===== config.mk =====
export PLATFORM = sky130hd
export DESIGN_NAME = lsd_driver
export DESIGN_NICKNAME = d
export VERILOG_FILES = /design/src/logic/lsd_pkg.sv /design/src/logic/lsd_driver.sv /design/src/logic/lsd_skid.sv
export VERILOG_INCLUDE_DIRS = /design/src /design/src/logic
export SDC_FILE = /design/constraint.sdc
export NUM_CORES = 1
export LEC_CHECK = 0
export BUFFER_PORTS_ARGS = -buffer_cell sky130_fd_sc_hd__buf_2
export CAP_MARGIN = 10
export CORE_UTILIZATION = 35
export DETAILED_ROUTE_END_ITERATION = 7
export PLACE_DENSITY = 0.63
export SYNTH_ARGS = -nofsm -noshare
export SYNTH_HDL_FRONTEND = slang
export SYNTH_SLANG_ARGS = --single-unit

===== constraint.sdc =====
create_clock -name clock -period 11.2 [get_ports clock]
set_input_delay 2.24 -clock clock [delete_from_list [all_inputs] [get_ports clock]]
set_output_delay 2.24 -clock clock [all_outputs]
set_load 0.05 [all_outputs]

===== src/logic/lsd_defs.svh =====
// timing counts and field constants for the segment shift latch driver
`ifndef LSD_DEFS_SVH
`define LSD_DEFS_SVH
`define LSD_HALF_LEN     20
`define LSD_SEG_COUNT    40
`define LSD_CLK_NS       10
`define LSD_LOAD_MIN_NS  125
`define LSD_LOAD_CYCLES  ((`LSD_LOAD_MIN_NS + `LSD_CLK_NS - 1) / `LSD_CLK_NS)
`define LSD_LVL_TOP      2'h0
`define LSD_LVL_UPPER    2'h1
`define LSD_LVL_LOWER    2'h2
`define LSD_LVL_BOTTOM   2'h3
`endif


===== src/logic/lsd_pkg.sv =====
// types for the segment shift latch driver
`default_nettype none
package lsd_pkg;
  typedef logic [1:0] lsd_level_t;
endpackage
`default_nettype wire


===== src/logic/lsd_driver.sv =====
// forty-column segment shift, latch and level-select logic
// Contract
// - first serial input fills columns 1 to 20
// - second serial input fills columns 21 to 40
// - both registers shift on shift clock fall
// - first serial out is stage 20
// - cascade out is stage 40
// - strobe high, latch follows shift register
// - strobe low, latch holds last values
// - segment output n from latched bit n
// - level from latched bit and alternation
`include "lsd_defs.svh"
`default_nettype none
module lsd_driver #(
  parameter int HALF = `LSD_HALF_LEN
) (
  // clock and reset
  input  wire logic                 clock,
  input  wire logic                 rst_n,
  // serial pins from the controller
  input  wire logic                 shift_clock,
  input  wire logic                 first_half_serial_in,
  input  wire logic                 second_half_serial_in,
  input  wire logic                 latch_strobe,
  input  wire logic                 frame_alternation,
  // serial outputs
  output logic                      first_half_serial_out,
  output logic                      cascade_serial_out,
  // segment level codes, two bits per output
  output logic [2*2*HALF-1:0]       segment_outputs,
  output logic                      segment_valid,
  input  wire logic                 segment_ready,
  output logic                      contents_known
);
  localparam int SEGS = 2 * HALF;

  //////////////////////////////////////////////////////////////////////////////
  // three-stage pin synchronisers
  logic [2:0] s_ck;
  logic [2:0] s_d1;
  logic [2:0] s_d2;
  logic [2:0] s_ld;
  logic [2:0] s_df;

  always_ff @(posedge clock)
  begin
    s_ck <= {s_ck[1:0], shift_clock};
    s_d1 <= {s_d1[1:0], first_half_serial_in};
    s_d2 <= {s_d2[1:0], second_half_serial_in};
    s_ld <= {s_ld[1:0], latch_strobe};
    s_df <= {s_df[1:0], frame_alternation};
  end

  // filtered levels change only when stages two and three agree
  logic ck_f;
  logic d1_f;
  logic d2_f;
  logic ld_f;
  logic df_f;

  always_ff @(posedge clock)
  begin
    if (!rst_n)
    begin
      ck_f <= 1'b0;
      d1_f <= 1'b0;
      d2_f <= 1'b0;
      ld_f <= 1'b0;
      df_f <= 1'b0;
    end
    else
    begin
      if (s_ck[1] == s_ck[2]) ck_f <= s_ck[2];
      if (s_d1[1] == s_d1[2]) d1_f <= s_d1[2];
      if (s_d2[1] == s_d2[2]) d2_f <= s_d2[2];
      if (s_ld[1] == s_ld[2]) ld_f <= s_ld[2];
      if (s_df[1] == s_df[2]) df_f <= s_df[2];
    end
  end

  // falling edge of the filtered shift clock
  wire ck_new  = (s_ck[1] == s_ck[2]) ? s_ck[2] : ck_f;
  wire fall    = ck_f && !ck_new;

  //////////////////////////////////////////////////////////////////////////////
  // two 20-stage shift registers; index 0 is the entry stage
  logic [HALF-1:0] reg_a;
  logic [HALF-1:0] reg_b;

  always_ff @(posedge clock)
  begin
    if (fall)
    begin
      reg_a <= {reg_a[HALF-2:0], d1_f};
      reg_b <= {reg_b[HALF-2:0], d2_f};
    end
  end

  always_ff @(posedge clock)
  begin
    if (!rst_n)
    begin
      first_half_serial_out <= 1'b0;
      cascade_serial_out    <= 1'b0;
    end
    else
    begin
      first_half_serial_out <= reg_a[HALF-1];
      cascade_serial_out    <= reg_b[HALF-1];
    end
  end

  //////////////////////////////////////////////////////////////////////////////
  // latch: column 1 is the oldest bit in the first register
  logic [SEGS-1:0] latched;
  wire  [SEGS-1:0] columns;

  genvar gi;
  generate
    for (gi = 0; gi < HALF; gi++)
    begin : g_col
      assign columns[gi]        = reg_a[HALF-1-gi];
      assign columns[HALF + gi] = reg_b[HALF-1-gi];
    end
  endgenerate

  always_ff @(posedge clock)
  begin
    if (ld_f)
      latched <= columns;
  end

  // unknown until a full load has been shifted and latched
  logic [6:0] shift_count;
  always_ff @(posedge clock)
  begin
    if (!rst_n)
    begin
      shift_count    <= 7'h00;
      contents_known <= 1'b0;
    end
    else
    begin
      if (fall && shift_count < 7'(HALF))
        shift_count <= shift_count + 7'h01;
      if (ld_f && shift_count == 7'(HALF))
        contents_known <= 1'b1;
    end
  end

  //////////////////////////////////////////////////////////////////////////////
  // level selection per segment
  function automatic lsd_pkg::lsd_level_t pick_level(input logic sel, input logic alt);
    if (sel)
      pick_level = alt ? `LSD_LVL_BOTTOM : `LSD_LVL_TOP;
    else
      pick_level = alt ? `LSD_LVL_LOWER : `LSD_LVL_UPPER;
  endfunction

  wire [2*SEGS-1:0] levels;
  generate
    for (gi = 0; gi < SEGS; gi++)
    begin : g_lvl
      assign levels[2*gi +: 2] = pick_level(latched[gi], df_f);
    end
  endgenerate

  // buffered so a stalled receiver gets the latest levels; of changes made while the buffer is full, only the last is sent
  wire              buf_out_valid;
  wire [2*SEGS-1:0] buf_out_data;
  wire              buf_in_ready;
  logic [2*SEGS-1:0] sent;
  wire              change = (levels != sent) && buf_in_ready && contents_known;

  always_ff @(posedge clock)
  begin
    if (!rst_n)
      sent <= '0;
    else if (change)
      sent <= levels;
  end

  lsd_skid #(.WIDTH(2*SEGS)) u_buf (
    .clock     (clock),
    .rst_n     (rst_n),
    .in_valid  (change),
    .in_ready  (buf_in_ready),
    .in_data   (levels),
    .out_valid (buf_out_valid),
    .out_ready (segment_ready || !segment_valid),
    .out_data  (buf_out_data)
  );

  always_ff @(posedge clock)
  begin
    if (!rst_n)
    begin
      segment_outputs <= '0;
      segment_valid   <= 1'b0;
    end
    else if (segment_ready || !segment_valid)
    begin
      segment_valid <= buf_out_valid;
      if (buf_out_valid)
        segment_outputs <= buf_out_data;
    end
  end

  //////////////////////////////////////////////////////////////////////////////
  // checks
  // stage 19 known only after a full load; output lags the shift by one edge
  shift_out_a: assert property (@(posedge clock) disable iff (!rst_n)
    fall && shift_count == 7'(HALF) |=> ##1 first_half_serial_out == $past(reg_a[HALF-2], 2))
    else $error("first serial out not stage 20");
  cascade_out_a: assert property (@(posedge clock) disable iff (!rst_n)
    fall && shift_count == 7'(HALF) |=> ##1 cascade_serial_out == $past(reg_b[HALF-2], 2))
    else $error("cascade out not stage 40");
  entry_a: assert property (@(posedge clock) disable iff (!rst_n)
    fall |=> reg_a[0] == $past(d1_f) && reg_b[0] == $past(d2_f))
    else $error("entry stage missed input");
  follow_a: assert property (@(posedge clock) disable iff (!rst_n)
    ld_f |=> latched == $past(columns))
    else $error("latch not transparent");
  hold_a: assert property (@(posedge clock) disable iff (!rst_n)
    !ld_f |=> $stable(latched))
    else $error("latch changed while held");
  level_sel_a: assert property (@(posedge clock) disable iff (!rst_n)
    latched[0] && df_f |-> levels[1:0] == `LSD_LVL_BOTTOM)
    else $error("selected high alternation not bottom");
  level_non_a: assert property (@(posedge clock) disable iff (!rst_n)
    !latched[SEGS-1] && !df_f |-> levels[2*SEGS-1 -: 2] == `LSD_LVL_UPPER)
    else $error("non-selected low alternation not upper");
  known_a: assert property (@(posedge clock) disable iff (!rst_n)
    contents_known |-> shift_count == 7'(HALF))
    else $error("known before full shift");
  out_hold_a: assert property (@(posedge clock) disable iff (!rst_n)
    segment_valid && !segment_ready |=> $stable(segment_outputs) && segment_valid)
    else $error("output dropped under stall");

  shift_c: cover property (@(posedge clock) disable iff (!rst_n) fall);
  load_c:  cover property (@(posedge clock) disable iff (!rst_n) $rose(contents_known));
  stall_c: cover property (@(posedge clock) disable iff (!rst_n) segment_valid && !segment_ready);
endmodule // lsd_driver
`default_nettype wire


===== src/logic/lsd_skid.sv =====
// two-entry buffer with valid and ready on both sides
`default_nettype none
module lsd_skid #(
  parameter int WIDTH = 2
) (
  // clock and reset
  input  wire logic             clock,
  input  wire logic             rst_n,
  // fill side
  input  wire logic             in_valid,
  output logic                  in_ready,
  input  wire logic [WIDTH-1:0] in_data,
  // drain side
  output logic                  out_valid,
  input  wire logic             out_ready,
  output logic [WIDTH-1:0]      out_data
);
  logic [WIDTH-1:0] mem [2];
  logic             wr_ptr;
  logic             rd_ptr;
  logic [1:0]       count;
  wire              push = in_valid && in_ready;
  wire              pop  = out_valid && out_ready;

  assign in_ready  = (count != 2'h2);
  assign out_valid = (count != 2'h0);
  assign out_data  = mem[rd_ptr];

  always_ff @(posedge clock)
  begin
    if (!rst_n)
    begin
      wr_ptr <= 1'b0;
      rd_ptr <= 1'b0;
      count  <= 2'h0;
    end
    else
    begin
      if (push)
      begin
        mem[wr_ptr] <= in_data;
        wr_ptr      <= ~wr_ptr;
      end
      if (pop)
        rd_ptr <= ~rd_ptr;
      count <= count + {1'b0, push} - {1'b0, pop};
    end
  end

  count_range_a: assert property (@(posedge clock) disable iff (!rst_n) count <= 2'h2)
    else $error("buffer count above two");
endmodule // lsd_skid
`default_nettype wire

==> results.yml, run 1 <==
logic_synthesis:
  synth.distinct_cells: 55
  yosys.area_share.xor_xnor_pct: 6.43
  synth_warnings: 0
  ys_seq_area_share_pct: 63.1
  ys_async_sr_fraction_pct: 0
  synth_mux_area_share_pct: 3.68
  synth_enable_flop_cells: 162
  synth_area_per_cell_um2: 13.1
  synth-compound-area-share_pct: 12.0
  yosys.area_share.simple_pct: 7.40
  syn_area_um2: 11400
  dominantRegCellSynth: "edfxtp_1"
  synthCells: 870
  yosys.area_share.adder_pct: 0.438
  synth_nets: 882
  ys_ff_latch: 279
  synth_top_family_by_area: "compound AO/OA/AOI/OAI gates"
die:
  rows: 65
  fp.dieH_um: 183
  initial_utilization_pct: 35.9
  die_width_um: 183
  die-area_um2: 33400
  core_area_um2: 31800
  io_pins: 92
worst_setup_path:
  crit_top_cell: "buf_4"
  path_delay_family: "buffers and inverters"
  ff2ff_setup_slack_ns: 7.11
  r2r-end: "u_buf.count[1]"
  arrival_ns: 4.78
  critical_path.slowest_cell: "nor4b_4"
  rr_worst_depth: 11
  critPathLaunchType: "input pin"
  critical_path_required_ns: 11.63
  path_buf_inv: 4
  cp_max_fo: 56
  cp_cell_sequence: "buf_2 -> buf_4 -> buf_4 -> nor4b_4 -> buf_4 -> a41oi_1 -> o31ai_1"
  r2r_start: "df_f"
  max_stage_delay_ns: 0.65
  crit_path_end_kind: "register"
  cp.depth: 7
  critical_path_class: "in2reg"
sta:
  fin_tns_setup_ns: 0
  slew_violations: 0
  worstMarginPinSlew_ns: 1.07
  fin_crit_sh_pct: 38.8
  setup_ws_ns: 6.85
  finalClockSkew_ns: 0.0255
  fmax_mhz: 230
  finalCriticalPeriod_ns: 4.35
  rsz0062_at_grt: "no"
  max_slew_margin_pct: 28.5
  finalSetupViolCount: 0
  hold_violations: 0
pwr:
  power_uw: 3210
  power_density_nw_per_um2: 246
  leakage_uw: 0.00544
  max-vdd-ir-drop_mv: 0.159
placement:
  gp_congestion: 0.783
  pre_cts_slack_ns: 6.30
  dp.cells: 1312
  io_buffers: 91
  place.detailed.hpwl_mm: 13.6
flow_run:
  maxCapViolCount: 0
min_path:
  hold_start: "s_df[0]"
  min_to: "s_df[1]"
  holdPathStages: 0
  min_path_type: "reg2reg"
finish:
  fin_cells: 1368
  num_antenna_cells: 0
  syn_to_final_growth_pct: 14.2
  layout.nets: 921
  layout-drive-gt1-share_pct: 18.4
clocking:
  cts_setup_buffers: 0
  clock_path_buffers: 3
  cts.sinks: 279
  cts-root-buf: "clkbuf_16"
  clk_latency_ns: 0.55
  path_clk_slew_ns: 0.07
  cts-htree-levels: 1
  cts_tree: "done"
  ctsHoldBuffers: 0
  ctsResizeCount: 0
  cts_made_buffers: 30
global_route:
  grt_pass1_vias: 6623
  grt.total_usage_pct: 13.2
  grt_pass1_wl_mm: 35.7
  grt_antenna_before_repair: 0
  grt_max_degree: 84
  gr-total-overflow: 0
route:
  drtPass1Iterations: 5
  drtIter0Drc: 456
  wire_per_inst_um: 16.1
  drt_wl_total_mm: 22.1
  avgViaCountPerCell: 4.96
  vias: 6788
  ant_nets: 0
  drcViolationCount: 0
run_status:
  status: "finished, final reports clean"
-- where the power goes --
part | total [uW] | switching (uW) | internal [uW]
clock network | 1030 | 397 | 636
registers | 1250 | 69.4 | 1180
logic | 924 | 711 | 213
total | 3210 | 1180 | 2030
-- registers in the layout, summed over array words and instances (netlist names), 7 cells and up --
| signal | flops |
|---|---|
| u_buf.mem | 82 |
| sent | 41 |
| shift_count | 7 |
| reg_a | 20 |
| segment_outputs | 41 |
| reg_b | 20 |
| latched | 40 |
-- cell families (layout without fill, tap and decap cells) --
group,count (synthesis),after routing
DFF,279,279
AOI/OAI and AO/OA,162,162
and+or+nand+nor,157,157
buffers and inverters,147,210
xor gates and xnor gates,79,79
muxes,42,42
adders and majority gates,4,4
-- cell usage after synthesis (3+ instances only) --
| library cell | n | area share (%) |
|---|---|---|
| a2bb2oi_1 | 4 | 0.31 |
| mux2i_1 | 42 | 3.7 |
| o21ai_0 | 6 | 0.26 |
| nand4_1 | 6 | 0.33 |
| and2_1 | 10 | 0.55 |
| inv_1 | 49 | 1.6 |
| ha_1 | 4 | 0.44 |
| xor2_1 | 55 | 4.2 |
| nor4_1 | 5 | 0.27 |
| nand2_1 | 57 | 1.9 |
| o2bb2ai_1 | 4 | 0.31 |
| o211a_1 | 41 | 3.6 |
| buf_4 | 41 | 2.7 |
| a21boi_0 | 6 | 0.39 |
| a22oi_1 | 3 | 0.20 |
| nand3_1 | 3 | 0.13 |
| xnor2_1 | 20 | 1.5 |
| nor3_1 | 8 | 0.35 |
| nor2_1 | 9 | 0.30 |
| edfxtp_1 | 162 | 43 |
| nor2b_1 | 3 | 0.16 |
| o31ai_1 | 41 | 2.7 |
| buf_1 | 7 | 0.23 |
| buf_6 | 9 | 0.89 |
| dfxtp_1 | 117 | 21 |
| clkbuf_1 | 39 | 1.3 |
| a41oi_1 | 42 | 3.2 |
| and3_1 | 45 | 2.5 |
-- final cells by class --
class	instances	area [um^2]
multi-input cells	444	3480
clock buffers	46	956
repair buffers	104	553
inverters	50	188
fillers	2955	18800
well taps	435	544
flip-flops and latches	279	7210
clock inverters	10	121
-- layout by cell type, fill, tap and decap left out, types with 5 or more instances in the layout --
cell type / count
xnor2_1: 20
o31ai_1: 41
nand2_1: 56
and3_1: 45
o21ai_0: 6
clkbuf_16: 34
nor4_1: 5
clkbuf_1: 6
inv_1: 49
xor2_1: 55
a21boi_0: 6
nand4_1: 6
clkbuf_8: 6
mux2i_1: 42
edfxtp_1: 162
nor3_1: 6
and2_1: 10
o211a_1: 41
dfxtp_1: 114
buf_2: 91
buf_4: 13
a41oi_1: 42
nor2_1: 9
-- metrics by stage --
step,hold WS (ns),instance area (um^2),utilization [%]
final,0.326,13000,41.0
after global routing,0.332,13000,41.0
after CTS,0.328,13000,41.0
after detailed placement,0.312,12000,37.6
after global placement,0.312,12000,37.6
after floorplan,0.310,11400,-
-- layer usage --
layer  GRT usage (%)  wire length [um]  share of wire (%)
met1            19.2             10900                 49
met2            20.1              9580                 43
met3            2.49              1270                5.8
met4            3.60               338                1.5
met5               0                 0                  0
-- worst max path at each step --
stage | start | to | slack (ns)
2_1_floorplan | rst_n | u_buf.mem[0][0] | 5.08
3_3_place_gp | rst_n | sent[58] | 6.40
3_5_place_dp | rst_n | sent[22] | 6.30
4_1_cts | rst_n | sent[30] | 6.88
5_1_grt | rst_n | sent[0] | 6.64
6_report | rst_n | sent[30] | 6.85
Power figures use the tool's default switching activity.
==> inputs of run 2 (changes only) <==
--- a/config.mk
+++ b/config.mk
@@ -10,7 +10,7 @@
 export CAP_MARGIN = 10
 export CORE_UTILIZATION = 35
 export DETAILED_ROUTE_END_ITERATION = 7
-export PLACE_DENSITY = 0.63
+export PLACE_DENSITY = 0.65
 export SYNTH_ARGS = -nofsm -noshare
 export SYNTH_HDL_FRONTEND = slang
 export SYNTH_SLANG_ARGS = --single-unit
==> constraint.sdc (replaced) <==
create_clock -name clock -period 3.88 [get_ports clock]
set_input_delay 0.776 -clock clock [delete_from_list [all_inputs] [get_ports clock]]
set_output_delay 0.776 -clock clock [all_outputs]
set_load 0.05 [all_outputs]
==> run 2 against run 1 <==
  * First-iteration DRC count increased by 53%
  * Sequential power grew to 2.9 times the previous value
  * Count of clock-buffer cells in the layout decreased by 11
  * Register-to-register slack worse by 6.2 ns
  * Critical path type is now reg2reg
  * Critical endpoint is now u_buf.mem[1][30]
  * Highest routed layer unchanged
==> results.yml, run 2 (synthesis gave the netlist of run 1 again) <==
run_status:
  status: "finished, final reports clean"
finish:
  syn_to_final_growth_pct: 13.3
  regArea_um2: 7210
  reg.largest.list: "u_buf.mem (82), segment_outputs (41), sent (41)"
  fin_util_pct: 40.7
  layout.nets: 926
  mostFrequentLayoutCell: "edfxtp_1"
  largest_register: "u_buf.mem"
  fillers: 2913
  layout-drive-gt1-share_pct: 18.0
  fin_area_um2: 12900
  multiInputGateArea_um2: 3470
  num_antenna_cells: 0
  fin_cells: 1372
  largest_reg_flops: 82
  final_cell_mix: "edfxtp_1, dfxtp_1, buf_2, nand2_1, xor2_1"
die:
  fp.dieH_um: 183
  initial_utilization_pct: 35.9
  die_width_um: 183
  core_area_um2: 31800
  rows: 65
  io_pins: 92
  die-area_um2: 33400
clocking:
  clk_latency_ns: 0.56
  ctsHoldBuffers: 0
  cts_tree: "done"
  cts_made_buffers: 29
  cts-root-buf: "clkbuf_16"
  cts.sinks: 279
  cts-htree-levels: 1
  clock_path_buffers: 3
  cts_setup_buffers: 0
  ctsResizeCount: 0
  path_clk_slew_ns: 0.06
sta:
  slew_violations: 0
  fmax_mhz: 339
  worstMarginPinSlew_ns: 1.00
  whs_ns: 0.314
  max_slew_margin_pct: 33.1
  setup_ws_ns: 0.927
  finalCriticalPeriod_ns: 2.95
  rsz0062_at_grt: "no"
  finalSetupViolCount: 0
  finalClockSkew_ns: 0.0203
  fin_crit_sh_pct: 76.1
  hold_violations: 0
min_path:
  min_path_type: "reg2reg"
  hold_start: "s_df[0]"
  holdPathStages: 0
  min_to: "s_df[1]"
worst_setup_path:
  r2r_start: "df_f"
  rr_worst_depth: 8
  max_stage_delay_ns: 0.65
  ff2ff_setup_slack_ns: 0.93
  cp_max_fo: 41
  critical_path.slowest_cell: "dfxtp_2"
  critical_path_required_ns: 4.18
  crit_path_end_kind: "register"
  cp_cell_sequence: "buf_4 -> xnor3_1 -> nand4b_1 -> nor4_4 -> and3_1 -> buf_4 -> nor3_2 -> buf_12"
  r2r-end: "u_buf.mem[1][30]"
  critPathLaunchType: "register"
  critical_path_class: "reg2reg"
  crit_path_start: "df_f"
  arrival_ns: 3.25
  crit_top_cell: "buf_4"
route:
  ant_nets: 0
  drtPass1Iterations: 5
  vias: 6921
  wl_met2_mm: 10.0
  met1_length_mm: 10.9
  avgViaCountPerCell: 5.04
  wire_per_inst_um: 16.6
  drcViolationCount: 0
  top_layer: "met4"
  wl_met3_mm: 1.39
  drtIter0Drc: 698
  drt_wl_total_mm: 22.8
placement:
  gp_congestion: 0.821
  pre_cts_slack_ns: 0.933
  dp.cells: 1318
  dpl_cell_area_um2: 12000
  io_buffers: 91
  place.detailed.hpwl_mm: 14.3
pwr:
  max-vdd-ir-drop_mv: 0.435
  leakage_uw: 0.00539
  power_density_nw_per_um2: 690
global_route:
  gr-total-overflow: 0
  grt_pass1_wl_mm: 36.6
  grt_antenna_before_repair: 0
  grt.total_usage_pct: 13.7
  grt_pass1_vias: 6573
  grt_max_degree: 84
flow_run:
  maxCapViolCount: 0
==> run 2: final cells by class <==
type | count | share of cell area, %
Clock inverter | 19 | 1.23
Multi-Input combinational cell | 444 | 26.8
Inverter | 50 | 1.45
Sequential cell | 279 | 55.7
Timing Repair Buffer | 110 | 4.81
Tap cell | 435 | 4.20
Clock buffer | 35 | 5.78
==> run 2: worst max-delay path by stage <==
stage,to,depth (start not counted),slack (ns)
after floorplan,u_buf.mem[1][0],10,-1.18
after global placement,u_buf.mem[1][22],8,0.96
after detailed placement,u_buf.mem[1][22],8,0.93
after CTS,u_buf.mem[0][60],8,0.94
after global routing,u_buf.mem[0][30],9,0.75
final,u_buf.mem[1][30],8,0.93
==> run 2: stage by stage <==
step	TNS (ns)	total power [uW]
floorplan	-97.16	6050
global placement	0	6330
detailed placement	0	6360
CTS	0	9040
global route	0	9310
finish	0	8930
==> run 2: critical path: cells and delay by family, from the launching register on <==
kind	cells	cell delay, ns
buf+inv	3	0.89
flops	1	0.65
simple gates	4	0.77
xor+xnor	1	0.36
==> run 2: routing by layer <==
metal | vias to the layer above | global-route usage [%]
li1 | 3277 | -
met1 | 3368 | 20.5
met2 | 239 | 20.2
met3 | 37 | 2.33
met4 | 0 | 3.63
met5 | - | 0
==> run 2: power breakdown <==
group          internal (uW)  total (uW)  switching [uW]  leakage (uW)
Combinational            619        2650            2030       0.00251
Sequential              3400        3630             226       0.00243
Clock                   1510        2650            1140      0.000447
